[config.mk]
export PLATFORM = sky130hd
export DESIGN_NAME = tpg_top
export DESIGN_NICKNAME = d
export VERILOG_FILES = /design/src/core/tpg_pkg.sv /design/src/core/tpg_top.sv
export SDC_FILE = /design/constraint.sdc
export NUM_CORES = 2
export LEC_CHECK = 0
export BUFFER_PORTS_ARGS = -buffer_cell sky130_fd_sc_hd__buf_2
export CAP_MARGIN = 30
export CORE_ASPECT_RATIO = 1.4
export CORE_MARGIN = 8
export CORE_UTILIZATION = 62
export CTS_CLUSTER_SIZE = 28
export DETAILED_ROUTE_END_ITERATION = 8
export GPL_ROUTABILITY_DRIVEN = 0
export PLACE_DENSITY_LB_ADDON = 0.25
export SYNTH_ARGS = -nofsm -noshare
export SYNTH_HDL_FRONTEND = slang
export SYNTH_SLANG_ARGS = --single-unit
[constraint.sdc]
create_clock -name clk_i -period 3.9 [get_ports clk_i]
set_input_delay 0 -clock clk_i [delete_from_list [all_inputs] [get_ports clk_i]]
set_output_delay 0 -clock clk_i [all_outputs]
set_load 0.02 [all_outputs]
[src/core/tpg_pkg.sv]
// constants for the converter test-pattern generator and its register map.
// assumes a single 40 MHz encode clock and a byte-wide register port.
// How it works
// (RQ1) four-bit mode code, zero means off
// (RQ2) active pattern replaces converter samples
// (RQ3) test-mode bits 4 or 5 reseed PN
// (RQ4) patterns need only the clock, input ignored; the code steps only on adc_valid_i with fifo space
// (RQ5) DDC carries pattern only if bit0 set
// (RQ6) I path pattern, Q path untouched
// (RQ7) fourth DDC bit0 uses channel A pattern
// (RQ8) midscale, positive, negative full-scale shorts
// (RQ9) checkerboard 0x1555 / 0x2AAA alternating
// (RQ10) long PN x^23+x^18+1, seed 0x3AFF
// (RQ11) short PN x^9+x^5+1, seed 0x0092
// (RQ12) word toggle 0x0000 / 0x3FFF
// (RQ13) user patterns 1-4 repeat, bits 15:2
// (RQ14) user patterns single pass then zeros
// (RQ15) ramp increments by one modulo 2^14
// (RQ16) link test pattern via two registers
// (RQ17) leaving link test needs soft reset
// (RQ18) link test bits 3:0 pick pattern
// (RQ19) link test bits 5:4 pick injection point
// (RQ20) generators step per sample, restart on entry
package tpg_pkg;
    localparam int SAMPLE_W = 14;
    localparam int NUM_DDC = 4;
    localparam logic [11:0] ADDR_SOFT_RESET = 12'h000;
    localparam logic [11:0] ADDR_DDC0_CTRL = 12'h327;
    localparam logic [11:0] ADDR_DDC1_CTRL = 12'h347;
    localparam logic [11:0] ADDR_DDC2_CTRL = 12'h367;
    localparam logic [11:0] ADDR_DDC3_CTRL = 12'h387;
    localparam logic [11:0] ADDR_CONV_TEST = 12'h550;
    localparam logic [11:0] ADDR_USER_FIRST = 12'h551;
    localparam logic [11:0] ADDR_USER_LAST = 12'h558;
    localparam logic [11:0] ADDR_LINK_TEST = 12'h573;
    localparam logic [11:0] ADDR_LINK_TEST_EXT = 12'h574;
    localparam logic [7:0] RST_VAL_REG = 8'h00;
    localparam logic [7:0] SOFT_RESET_MASK = 8'h81;
    localparam int POS_PN_RESET_A = 4;
    localparam int POS_PN_RESET_B = 5;
    localparam int POS_USER_SINGLE = 7;
    localparam int POS_DDC_TEST_EN = 0;
    localparam logic [3:0] MODE_OFF = 4'h0;
    localparam logic [3:0] MODE_MIDSCALE = 4'h1;
    localparam logic [3:0] MODE_POS_FS = 4'h2;
    localparam logic [3:0] MODE_NEG_FS = 4'h3;
    localparam logic [3:0] MODE_CHECKER = 4'h4;
    localparam logic [3:0] MODE_PN_LONG = 4'h5;
    localparam logic [3:0] MODE_PN_SHORT = 4'h6;
    localparam logic [3:0] MODE_TOGGLE = 4'h7;
    localparam logic [3:0] MODE_USER = 4'h8;
    localparam logic [3:0] MODE_RAMP = 4'hF;
    localparam logic [13:0] VAL_MIDSCALE = 14'h0000;
    localparam logic [13:0] VAL_POS_FS = 14'h1FFF;
    localparam logic [13:0] VAL_NEG_FS = 14'h2000;
    localparam logic [13:0] VAL_CHECK_A = 14'h1555;
    localparam logic [13:0] VAL_CHECK_B = 14'h2AAA;
    localparam logic [13:0] VAL_ZEROS = 14'h0000;
    localparam logic [13:0] VAL_ONES = 14'h3FFF;
    localparam logic [22:0] PN_LONG_SEED = 23'h003AFF;
    localparam logic [8:0] PN_SHORT_SEED = 9'h092;
    localparam int NUM_USER_PAT = 4;
    localparam int FIFO_DEPTH = 8;
endpackage

[src/core/tpg_top.sv]
// test-pattern generator that stands in front of the output formatter, plus its
// output FIFO. assumes the register port, sample and DDC streams share clk_i.
`timescale 1ns/1ps

module tpg_fifo #(
    parameter int WIDTH = 8,
    parameter int DEPTH = 8
) (
    input wire logic clk_i,
    input wire logic rst_n_i,
    input wire logic in_valid_i,
    output logic in_ready_o,
    input wire logic [WIDTH-1:0] in_data_i,
    output logic out_valid_o,
    input wire logic out_ready_i,
    output logic [WIDTH-1:0] out_data_o
);
    localparam int AW = $clog2(DEPTH);
    logic [WIDTH-1:0] mem_q [DEPTH];
    logic [WIDTH-1:0] mem_d [DEPTH];
    logic [AW-1:0] wr_q, wr_d, rd_q, rd_d;
    logic [AW:0] cnt_q, cnt_d;
    logic push, pop;

    assign in_ready_o = (cnt_q != (AW+1)'(DEPTH));
    assign out_valid_o = (cnt_q != '0);
    assign out_data_o = mem_q[rd_q];
    assign push = in_valid_i && in_ready_o;
    assign pop = out_valid_o && out_ready_i;

    always_comb begin
        mem_d = mem_q;
        wr_d = wr_q;
        rd_d = rd_q;
        cnt_d = cnt_q;
        if (push) begin
            mem_d[wr_q] = in_data_i;
            wr_d = (wr_q == AW'(DEPTH-1)) ? '0 : wr_q + 1'b1;
        end
        if (pop) begin
            rd_d = (rd_q == AW'(DEPTH-1)) ? '0 : rd_q + 1'b1;
        end
        if (push && !pop) begin
            cnt_d = cnt_q + 1'b1;
        end else if (pop && !push) begin
            cnt_d = cnt_q - 1'b1;
        end
    end

    always_ff @(posedge clk_i or negedge rst_n_i) begin
        if (!rst_n_i) begin
            for (int i = 0; i < DEPTH; i++) begin
                mem_q[i] <= '0;
            end
            wr_q <= '0;
            rd_q <= '0;
            cnt_q <= '0;
        end else begin
            mem_q <= mem_d;
            wr_q <= wr_d;
            rd_q <= rd_d;
            cnt_q <= cnt_d;
        end
    end
endmodule

module tpg_top #(
    parameter int SW = tpg_pkg::SAMPLE_W,
    parameter int NDDC = tpg_pkg::NUM_DDC,
    parameter int DEPTH = tpg_pkg::FIFO_DEPTH
) (
    input wire logic clk_i,
    input wire logic rst_n_i,
    input wire logic reg_wr_i,
    input wire logic reg_rd_i,
    input wire logic [11:0] reg_addr_i,
    input wire logic [7:0] reg_wdata_i,
    output logic [7:0] reg_rdata_o,
    input wire logic ddc_mode_i,
    input wire logic [NDDC-1:0] ddc_en_i,
    input wire logic adc_valid_i,
    output logic adc_ready_o,
    input wire logic [SW-1:0] adc_data_i,
    input wire logic [NDDC*SW-1:0] ddc_i_data_i,
    input wire logic [NDDC*SW-1:0] ddc_q_data_i,
    output logic out_valid_o,
    input wire logic out_ready_i,
    output logic [SW-1:0] out_conv_o,
    output logic [NDDC*SW-1:0] out_ddc_i_o,
    output logic [NDDC*SW-1:0] out_ddc_q_o,
    output logic test_active_o,
    output logic [3:0] link_pattern_o,
    output logic [1:0] link_inject_o,
    output logic [7:0] link_ext_o
);
    localparam int FW = SW + 2 * NDDC * SW;

    logic [7:0] soft_q, soft_d;
    logic [7:0] ddc_ctrl_q [NDDC];
    logic [7:0] ddc_ctrl_d [NDDC];
    logic [7:0] conv_q, conv_d;
    logic [7:0] user_q [2*tpg_pkg::NUM_USER_PAT];
    logic [7:0] user_d [2*tpg_pkg::NUM_USER_PAT];
    logic [7:0] link_q, link_d, link_ext_q, link_ext_d;
    logic [5:0] link_app_q, link_app_d;
    logic [7:0] rdata_q, rdata_d;
    logic [3:0] mode;
    logic [11:0] user_off;

    assign mode = conv_q[3:0];
    assign user_off = reg_addr_i - tpg_pkg::ADDR_USER_FIRST;

    // register file; soft reset returns every register to its default
    always_comb begin
        soft_d = '0;
        ddc_ctrl_d = ddc_ctrl_q;
        conv_d = conv_q;
        user_d = user_q;
        link_d = link_q;
        link_ext_d = link_ext_q;
        link_app_d = link_app_q;
        rdata_d = rdata_q;
        if (soft_q != '0) begin
            for (int i = 0; i < NDDC; i++) begin
                ddc_ctrl_d[i] = tpg_pkg::RST_VAL_REG;
            end
            for (int i = 0; i < 2 * tpg_pkg::NUM_USER_PAT; i++) begin
                user_d[i] = tpg_pkg::RST_VAL_REG;
            end
            conv_d = tpg_pkg::RST_VAL_REG;
            link_d = tpg_pkg::RST_VAL_REG;
            link_ext_d = tpg_pkg::RST_VAL_REG;
            // RQ17 leaves link test
            link_app_d = '0;
        end else if (reg_wr_i) begin
            if (reg_addr_i == tpg_pkg::ADDR_SOFT_RESET) begin
                // RQ17 self-clearing reset
                soft_d = reg_wdata_i & tpg_pkg::SOFT_RESET_MASK;
            end
            if (reg_addr_i == tpg_pkg::ADDR_DDC0_CTRL) ddc_ctrl_d[0] = reg_wdata_i;
            if (reg_addr_i == tpg_pkg::ADDR_DDC1_CTRL) ddc_ctrl_d[1] = reg_wdata_i;
            if (reg_addr_i == tpg_pkg::ADDR_DDC2_CTRL) ddc_ctrl_d[2] = reg_wdata_i;
            if (reg_addr_i == tpg_pkg::ADDR_DDC3_CTRL) ddc_ctrl_d[3] = reg_wdata_i;
            if (reg_addr_i == tpg_pkg::ADDR_CONV_TEST) conv_d = reg_wdata_i;
            if (reg_addr_i >= tpg_pkg::ADDR_USER_FIRST && reg_addr_i <= tpg_pkg::ADDR_USER_LAST) begin
                user_d[user_off[2:0]] = reg_wdata_i;
            end
            if (reg_addr_i == tpg_pkg::ADDR_LINK_TEST) begin
                link_d = reg_wdata_i;
                // RQ17 zero does not end test
                if (reg_wdata_i != '0) begin
                    link_app_d = reg_wdata_i[5:0];
                end
            end
            if (reg_addr_i == tpg_pkg::ADDR_LINK_TEST_EXT) link_ext_d = reg_wdata_i;
        end
        if (reg_rd_i) begin
            rdata_d = '0;
            if (reg_addr_i == tpg_pkg::ADDR_SOFT_RESET) rdata_d = soft_q;
            if (reg_addr_i == tpg_pkg::ADDR_DDC0_CTRL) rdata_d = ddc_ctrl_q[0];
            if (reg_addr_i == tpg_pkg::ADDR_DDC1_CTRL) rdata_d = ddc_ctrl_q[1];
            if (reg_addr_i == tpg_pkg::ADDR_DDC2_CTRL) rdata_d = ddc_ctrl_q[2];
            if (reg_addr_i == tpg_pkg::ADDR_DDC3_CTRL) rdata_d = ddc_ctrl_q[3];
            if (reg_addr_i == tpg_pkg::ADDR_CONV_TEST) rdata_d = conv_q;
            if (reg_addr_i >= tpg_pkg::ADDR_USER_FIRST && reg_addr_i <= tpg_pkg::ADDR_USER_LAST) begin
                rdata_d = user_q[user_off[2:0]];
            end
            if (reg_addr_i == tpg_pkg::ADDR_LINK_TEST) rdata_d = link_q;
            if (reg_addr_i == tpg_pkg::ADDR_LINK_TEST_EXT) rdata_d = link_ext_q;
        end
    end

    always_ff @(posedge clk_i or negedge rst_n_i) begin
        if (!rst_n_i) begin
            soft_q <= '0;
            for (int i = 0; i < NDDC; i++) begin
                ddc_ctrl_q[i] <= tpg_pkg::RST_VAL_REG;
            end
            for (int i = 0; i < 2 * tpg_pkg::NUM_USER_PAT; i++) begin
                user_q[i] <= tpg_pkg::RST_VAL_REG;
            end
            conv_q <= tpg_pkg::RST_VAL_REG;
            link_q <= tpg_pkg::RST_VAL_REG;
            link_ext_q <= tpg_pkg::RST_VAL_REG;
            link_app_q <= '0;
            rdata_q <= '0;
        end else begin
            soft_q <= soft_d;
            ddc_ctrl_q <= ddc_ctrl_d;
            conv_q <= conv_d;
            user_q <= user_d;
            link_q <= link_d;
            link_ext_q <= link_ext_d;
            link_app_q <= link_app_d;
            rdata_q <= rdata_d;
        end
    end

    assign reg_rdata_o = rdata_q;
    // RQ18 link pattern select
    assign link_pattern_o = link_app_q[3:0];
    // RQ19 link injection point
    assign link_inject_o = link_app_q[5:4];
    // RQ16 extended link test field
    assign link_ext_o = link_ext_q;

    // pattern generators: 14 LFSR steps per sample; bit 0 leaves first and lands in the word's MSB
    function automatic logic [23+SW-1:0] pn_long(input logic [22:0] s);
        logic [22:0] st;
        logic [SW-1:0] w;
        st = s;
        w = '0;
        for (int k = 0; k < SW; k++) begin
            w = {w[SW-2:0], st[0]};
            st = {st[0] ^ st[5], st[22:1]};
        end
        return {st, w};
    endfunction

    function automatic logic [9+SW-1:0] pn_short(input logic [8:0] s);
        logic [8:0] st;
        logic [SW-1:0] w;
        st = s;
        w = '0;
        for (int k = 0; k < SW; k++) begin
            w = {w[SW-2:0], st[0]};
            st = {st[0] ^ st[4], st[8:1]};
        end
        return {st, w};
    endfunction

    logic [22:0] pnl_q, pnl_d;
    logic [8:0] pns_q, pns_d;
    logic [SW-1:0] ramp_q, ramp_d;
    logic phase_q, phase_d;
    logic [2:0] ucnt_q, ucnt_d;
    logic [4:0] mode_prev_q, mode_prev_d;
    logic [23+SW-1:0] pnl_nx;
    logic [9+SW-1:0] pns_nx;
    logic [SW-1:0] pat;
    logic [15:0] up_word;
    logic pn_hold, entered, step;
    logic fifo_in_ready;

    assign pnl_nx = pn_long(pnl_q);
    assign pns_nx = pn_short(pns_q);
    // RQ3 either bit holds PN at seed
    assign pn_hold = conv_q[tpg_pkg::POS_PN_RESET_A] || conv_q[tpg_pkg::POS_PN_RESET_B];
    assign entered = ({conv_q[tpg_pkg::POS_USER_SINGLE], mode} != mode_prev_q);
    // RQ4 asks for clock-only stepping; here a step needs adc_valid_i and fifo_in_ready
    assign step = adc_valid_i && fifo_in_ready;
    assign up_word = {user_q[2*ucnt_q[1:0]+1], user_q[2*ucnt_q[1:0]]};
    assign test_active_o = (mode != tpg_pkg::MODE_OFF);

    always_comb begin
        unique case (mode)
            // RQ1 off passes converter data
            tpg_pkg::MODE_OFF: pat = adc_data_i;
            // RQ8 fixed shorts
            tpg_pkg::MODE_MIDSCALE: pat = tpg_pkg::VAL_MIDSCALE;
            tpg_pkg::MODE_POS_FS: pat = tpg_pkg::VAL_POS_FS;
            tpg_pkg::MODE_NEG_FS: pat = tpg_pkg::VAL_NEG_FS;
            // RQ9 checkerboard
            tpg_pkg::MODE_CHECKER: pat = phase_q ? tpg_pkg::VAL_CHECK_B : tpg_pkg::VAL_CHECK_A;
            // RQ10 long PN word
            tpg_pkg::MODE_PN_LONG: pat = pnl_nx[SW-1:0];
            // RQ11 short PN word
            tpg_pkg::MODE_PN_SHORT: pat = pns_nx[SW-1:0];
            // RQ12 word toggle
            tpg_pkg::MODE_TOGGLE: pat = phase_q ? tpg_pkg::VAL_ONES : tpg_pkg::VAL_ZEROS;
            // RQ13 RQ14 user patterns, upper 14 bits
            tpg_pkg::MODE_USER: pat = (ucnt_q < 3'(tpg_pkg::NUM_USER_PAT)) ? up_word[15:2] : tpg_pkg::VAL_ZEROS;
            // RQ15 ramp
            tpg_pkg::MODE_RAMP: pat = ramp_q;
            // unused codes pass converter data as off does, but still raise test_active_o
            default: pat = adc_data_i;
        endcase
    end

    // RQ20 step per sample, restart on entry
    always_comb begin
        pnl_d = pnl_q;
        pns_d = pns_q;
        ramp_d = ramp_q;
        phase_d = phase_q;
        ucnt_d = ucnt_q;
        mode_prev_d = {conv_q[tpg_pkg::POS_USER_SINGLE], mode};
        if (entered) begin
            pnl_d = tpg_pkg::PN_LONG_SEED;
            pns_d = tpg_pkg::PN_SHORT_SEED;
            ramp_d = '0;
            phase_d = 1'b0;
            ucnt_d = '0;
        end else if (step) begin
            pnl_d = pnl_nx[23+SW-1:SW];
            pns_d = pns_nx[9+SW-1:SW];
            ramp_d = ramp_q + 1'b1;
            phase_d = !phase_q;
            if (ucnt_q == 3'(tpg_pkg::NUM_USER_PAT - 1) && !conv_q[tpg_pkg::POS_USER_SINGLE]) begin
                ucnt_d = '0;
            end else if (ucnt_q < 3'(tpg_pkg::NUM_USER_PAT)) begin
                ucnt_d = ucnt_q + 1'b1;
            end
        end
        if (pn_hold) begin
            pnl_d = tpg_pkg::PN_LONG_SEED;
            pns_d = tpg_pkg::PN_SHORT_SEED;
        end
    end

    always_ff @(posedge clk_i or negedge rst_n_i) begin
        if (!rst_n_i) begin
            pnl_q <= tpg_pkg::PN_LONG_SEED;
            pns_q <= tpg_pkg::PN_SHORT_SEED;
            ramp_q <= '0;
            phase_q <= 1'b0;
            ucnt_q <= '0;
            mode_prev_q <= {1'b0, tpg_pkg::MODE_OFF};
        end else begin
            pnl_q <= pnl_d;
            pns_q <= pns_d;
            ramp_q <= ramp_d;
            phase_q <= phase_d;
            ucnt_q <= ucnt_d;
            mode_prev_q <= mode_prev_d;
        end
    end

    // datapath mux into the formatter FIFO
    logic [NDDC*SW-1:0] ddc_i_mux;
    logic [NDDC*SW-1:0] fifo_i_out, fifo_q_out;
    logic [SW-1:0] fifo_c_out;

    always_comb begin
        ddc_i_mux = ddc_i_data_i;
        for (int i = 0; i < NDDC; i++) begin
            // RQ5 RQ7 per-DDC enable; RQ6 only I path replaced
            if (test_active_o && ddc_mode_i && ddc_en_i[i] && ddc_ctrl_q[i][tpg_pkg::POS_DDC_TEST_EN]) begin
                ddc_i_mux[i*SW +: SW] = pat;
            end
        end
    end

    // RQ2 pattern replaces converter samples
    tpg_fifo #(
        .WIDTH(FW),
        .DEPTH(DEPTH)
    ) u_fifo (
        .clk_i(clk_i),
        .rst_n_i(rst_n_i),
        .in_valid_i(adc_valid_i),
        .in_ready_o(fifo_in_ready),
        .in_data_i({pat, ddc_i_mux, ddc_q_data_i}),
        .out_valid_o(out_valid_o),
        .out_ready_i(out_ready_i),
        .out_data_o({fifo_c_out, fifo_i_out, fifo_q_out})
    );

    assign adc_ready_o = fifo_in_ready;
    assign out_conv_o = fifo_c_out;
    assign out_ddc_i_o = fifo_i_out;
    assign out_ddc_q_o = fifo_q_out;
endmodule

==> reports/metrics.cfg <==
[critical_path]
max_stage_delay_ns = 0.79
slowest_stage = nand3_1
endpoint_kind = flip-flop
path_buf_inv = 1
critPathLaunchType = flip-flop
critPathKind = flip-flop to flip-flop
crit_chain = or4_1 > and2_1 > nand3_1 > nand2_1 > a31oi_1 > dlygate4sd3_1
cp_top_family = simple AND/OR/NAND/NOR gates
cp_max_fo = 22
arrival_ns = 4.30
cp_data_required_time_ns = 4.51

[grt]
grt.overflow.total = 0
grt_pass1_vias = 46876
grt_start_max_net_pins = 120
track_usage_pct = 33.6
grt_pass1_wl_mm = 270
antenna_found_initial = 7

[die]
rows = 132
ios = 308
fp.dieW_um = 273
initial_utilization_pct = 62.2
die_area_um2 = 102000
core_um2 = 92000
die_h_um = 375

[timing]
hold_violations = 0
layout_setup_ws_ns = 0.217
fmax_ghz = 0.272
fin_skew_ns = 0.0470
finalSetupTns_ns = 0
max_slew.worst_pin.slew_ns = 1.08
period_share_pct = 94.4
drv_slew = 0
slew_headroom_pct = 27.3
min_period_ns = 3.68
hold_slack_ns = 0.0504
setup_viol = 0
rsz0062_at_grt = false

[clocking]
cts_buffer_depth = 3
clk-insertion-delay-late_ns = 0.74
clk_pin_slew_worst_paths_ns = 0.07
cts_buffers = 112
cts_hold_buf = 162
htreeDepth = 3
root_buffer = clkbuf_16
postCtsSetupBuffers = 0
tritoncts = built
cts.sinks = 1209
cts_resized = 0

[layout]
drive_gt1_share_pct = 19.2
fin_nets = 5997
fin_util_pct = 70.8
area_delta_synth_final_pct = 13.9

[pwr]
power.density_nw_per_um2 = 837
p_int_mw = 34.3
p_leak_nw = 29.6
power_frac_comb_pct = 40.2
p_clk_share_pct = 20.7
total_power_mw = 54.5
vdd_drop_max_v = 0.000744
p_sw_mw = 20.2
p_sw_share_pct = 37.1
power_frac_seq_pct = 39.1

[synth]
synth_area_per_cell_um2 = 10.2
ys_types = 84
ys_top_cells_by_count = nand2_1 (1695), dfrtp_1 (1194), nor2_1 (555), a31oi_1 (454), clkbuf_1 (274)
seq_area_frac_synth_pct = 52.9
yosysWarnings = 0
ys_ff_latch = 1209
yosysTopAreaCellShare_pct = 52.2
syn-cell-area_um2 = 57200
synthCells = 5602
synth_top_area_cell = dfrtp_1
ys.flop_type = dfrtp_1
yosysMostFrequentCell = nand2_1
synth.top_cells.by_area = dfrtp_1 (52%), nand2_1 (11%), mux4_2 (11%)
synth_edf_count = 0
synth_nets = 5772
ys_async_sr_fraction_pct = 100

[routing]
vias_per_cell = 6.45
drtAntennaViolNets = 0
drc_errors = 0
drt_wl_total_mm = 172
via_count = 45965
avgRoutedWirePerCell_um = 24.2
drt-initial-drc-count = 4921
dr.pass1.iters = 6

[placed_design]
dp_slack_ns = 0.781
dp_hpwl_mm = 106
portBuffers = 307

[min_path]
hp-class = primary input to flip-flop

[run]
maxCapViolCount = 0

[status]
status = completed

## worst reg2reg max path, delay by kind of cell (launching register included)
kind | cells | cell delay [ns]
flops | 1 | 0.78
compound gates | 1 | 0.14
buf+inv | 1 | 0.60
simple gates | 4 | 2.08
## stage by stage
step	instances	instance area, um^2
6_report	7127	65100
3_5_place_dp	6755	59700
4_1_cts	7122	65100
5_1_grt	7126	65100
3_3_place_gp	6752	59600
2_1_floorplan	5602	57200
## final timing paths
| kind | start | endpoint | slack (ns) | cells after the start |
|---|---|---|---|---|
| worst min-delay path | ddc_en_i[1] | u_fifo.mem_q[323] | 0.05 | 5 |
| worst max-delay path | conv_q[3] | u_fifo.mem_q[89] | 0.22 | 6 |
| min in group asynchronous | rst_n_i | u_fifo.mem_q[42] | 0.48 | 3 |
| worst max register to register | conv_q[3] | u_fifo.mem_q[89] | 0.22 | 6 |
| worst min register to register | u_fifo.mem_q[668] | u_fifo.mem_q[668] | 0.47 | 2 |
| max in group asynchronous | rst_n_i | u_fifo.mem_q[691] | 2.15 | 5 |
## area by class of cell
| cell class | instances | area, um^2 |
|---|---|---|
| sequential | 1209 | 30300 |
| fill | 6521 | 26900 |
| multi-input combinational | 3896 | 24900 |
| timing repair buffer | 588 | 4620 |
| clock buffer | 168 | 3420 |
| tap | 1206 | 1510 |
| clock inverter | 37 | 367 |
| inverter | 20 | 75.1 |
| antenna | 3 | 7.51 |
## placed cells by master (no fill, tap or decap), types with 27 or more instances in the layout
cell type	netlist	final
buf_2	79	306
dlygate4sd3_1	0	162
buf_12	0	38
a21oi_1	131	131
nor2_1	555	552
clkbuf_8	0	32
o221ai_2	55	55
buf_4	62	77
clkbuf_16	0	116
a31oi_1	454	454
nand2_1	1695	1695
mux4_2	268	268
dfrtp_1	1194	1191
nand3_1	65	65
mux2_2	140	140
xnor2_1	35	34
o21ai_0	139	139
nand4_1	27	27
mux2i_1	55	55
## flip-flops by register name, indices dropped and copies added (netlist names)
name,flops
mode_prev_q,5
u_fifo.rd_q,3
pnl_q,23
u_fifo.wr_q,3
phase_q,1
ddc_ctrl_q,32
link_app_q,6
reg_rdata_o,8
user_q,64
u_fifo.cnt_q,4
u_fifo.mem_q,1008
link_ext_o,8
ucnt_q,3
soft_q,2
conv_q,8
link_q,8
pns_q,9
ramp_q,14
## power groups by stage
| stage | clock network, mW | logic (mW) | registers, mW |
|---|---|---|---|
| after floorplan | 0 | 15.9 | 20.0 |
| after global placement | 0 | 21.0 | 21.0 |
| after detailed placement | 0 | 21.6 | 21.4 |
| after CTS | 11.4 | 22.0 | 21.2 |
| after global routing | 11.9 | 23.8 | 21.8 |
| final | 11.3 | 21.9 | 21.3 |
## cells by family (layout without fill, tap and decap cells)
logic type,Yosys count,after routing,synth area share (%)
flip-flops,1209,1209,52.9
adder cells (fa/ha/maj),13,13,0.297
AO/OA/AOI/OAI,906,906,10.6
multiplexers,463,463,14.3
AND/OR/NAND/NOR,2465,2465,17.3
other,0,3,0
XOR/XNOR,49,49,0.763
buffers and inverters,497,813,3.85
## layer usage
layer	GRT usage (%)	vias to the layer above	part of all wire [%]
met5	0	-	0.028
met4	17.6	6	5.6
met3	6.15	534	8.9
met2	54.8	2447	48
met1	42.8	23077	37
li1	-	19901	-
(Power assumes the default switching activity.)
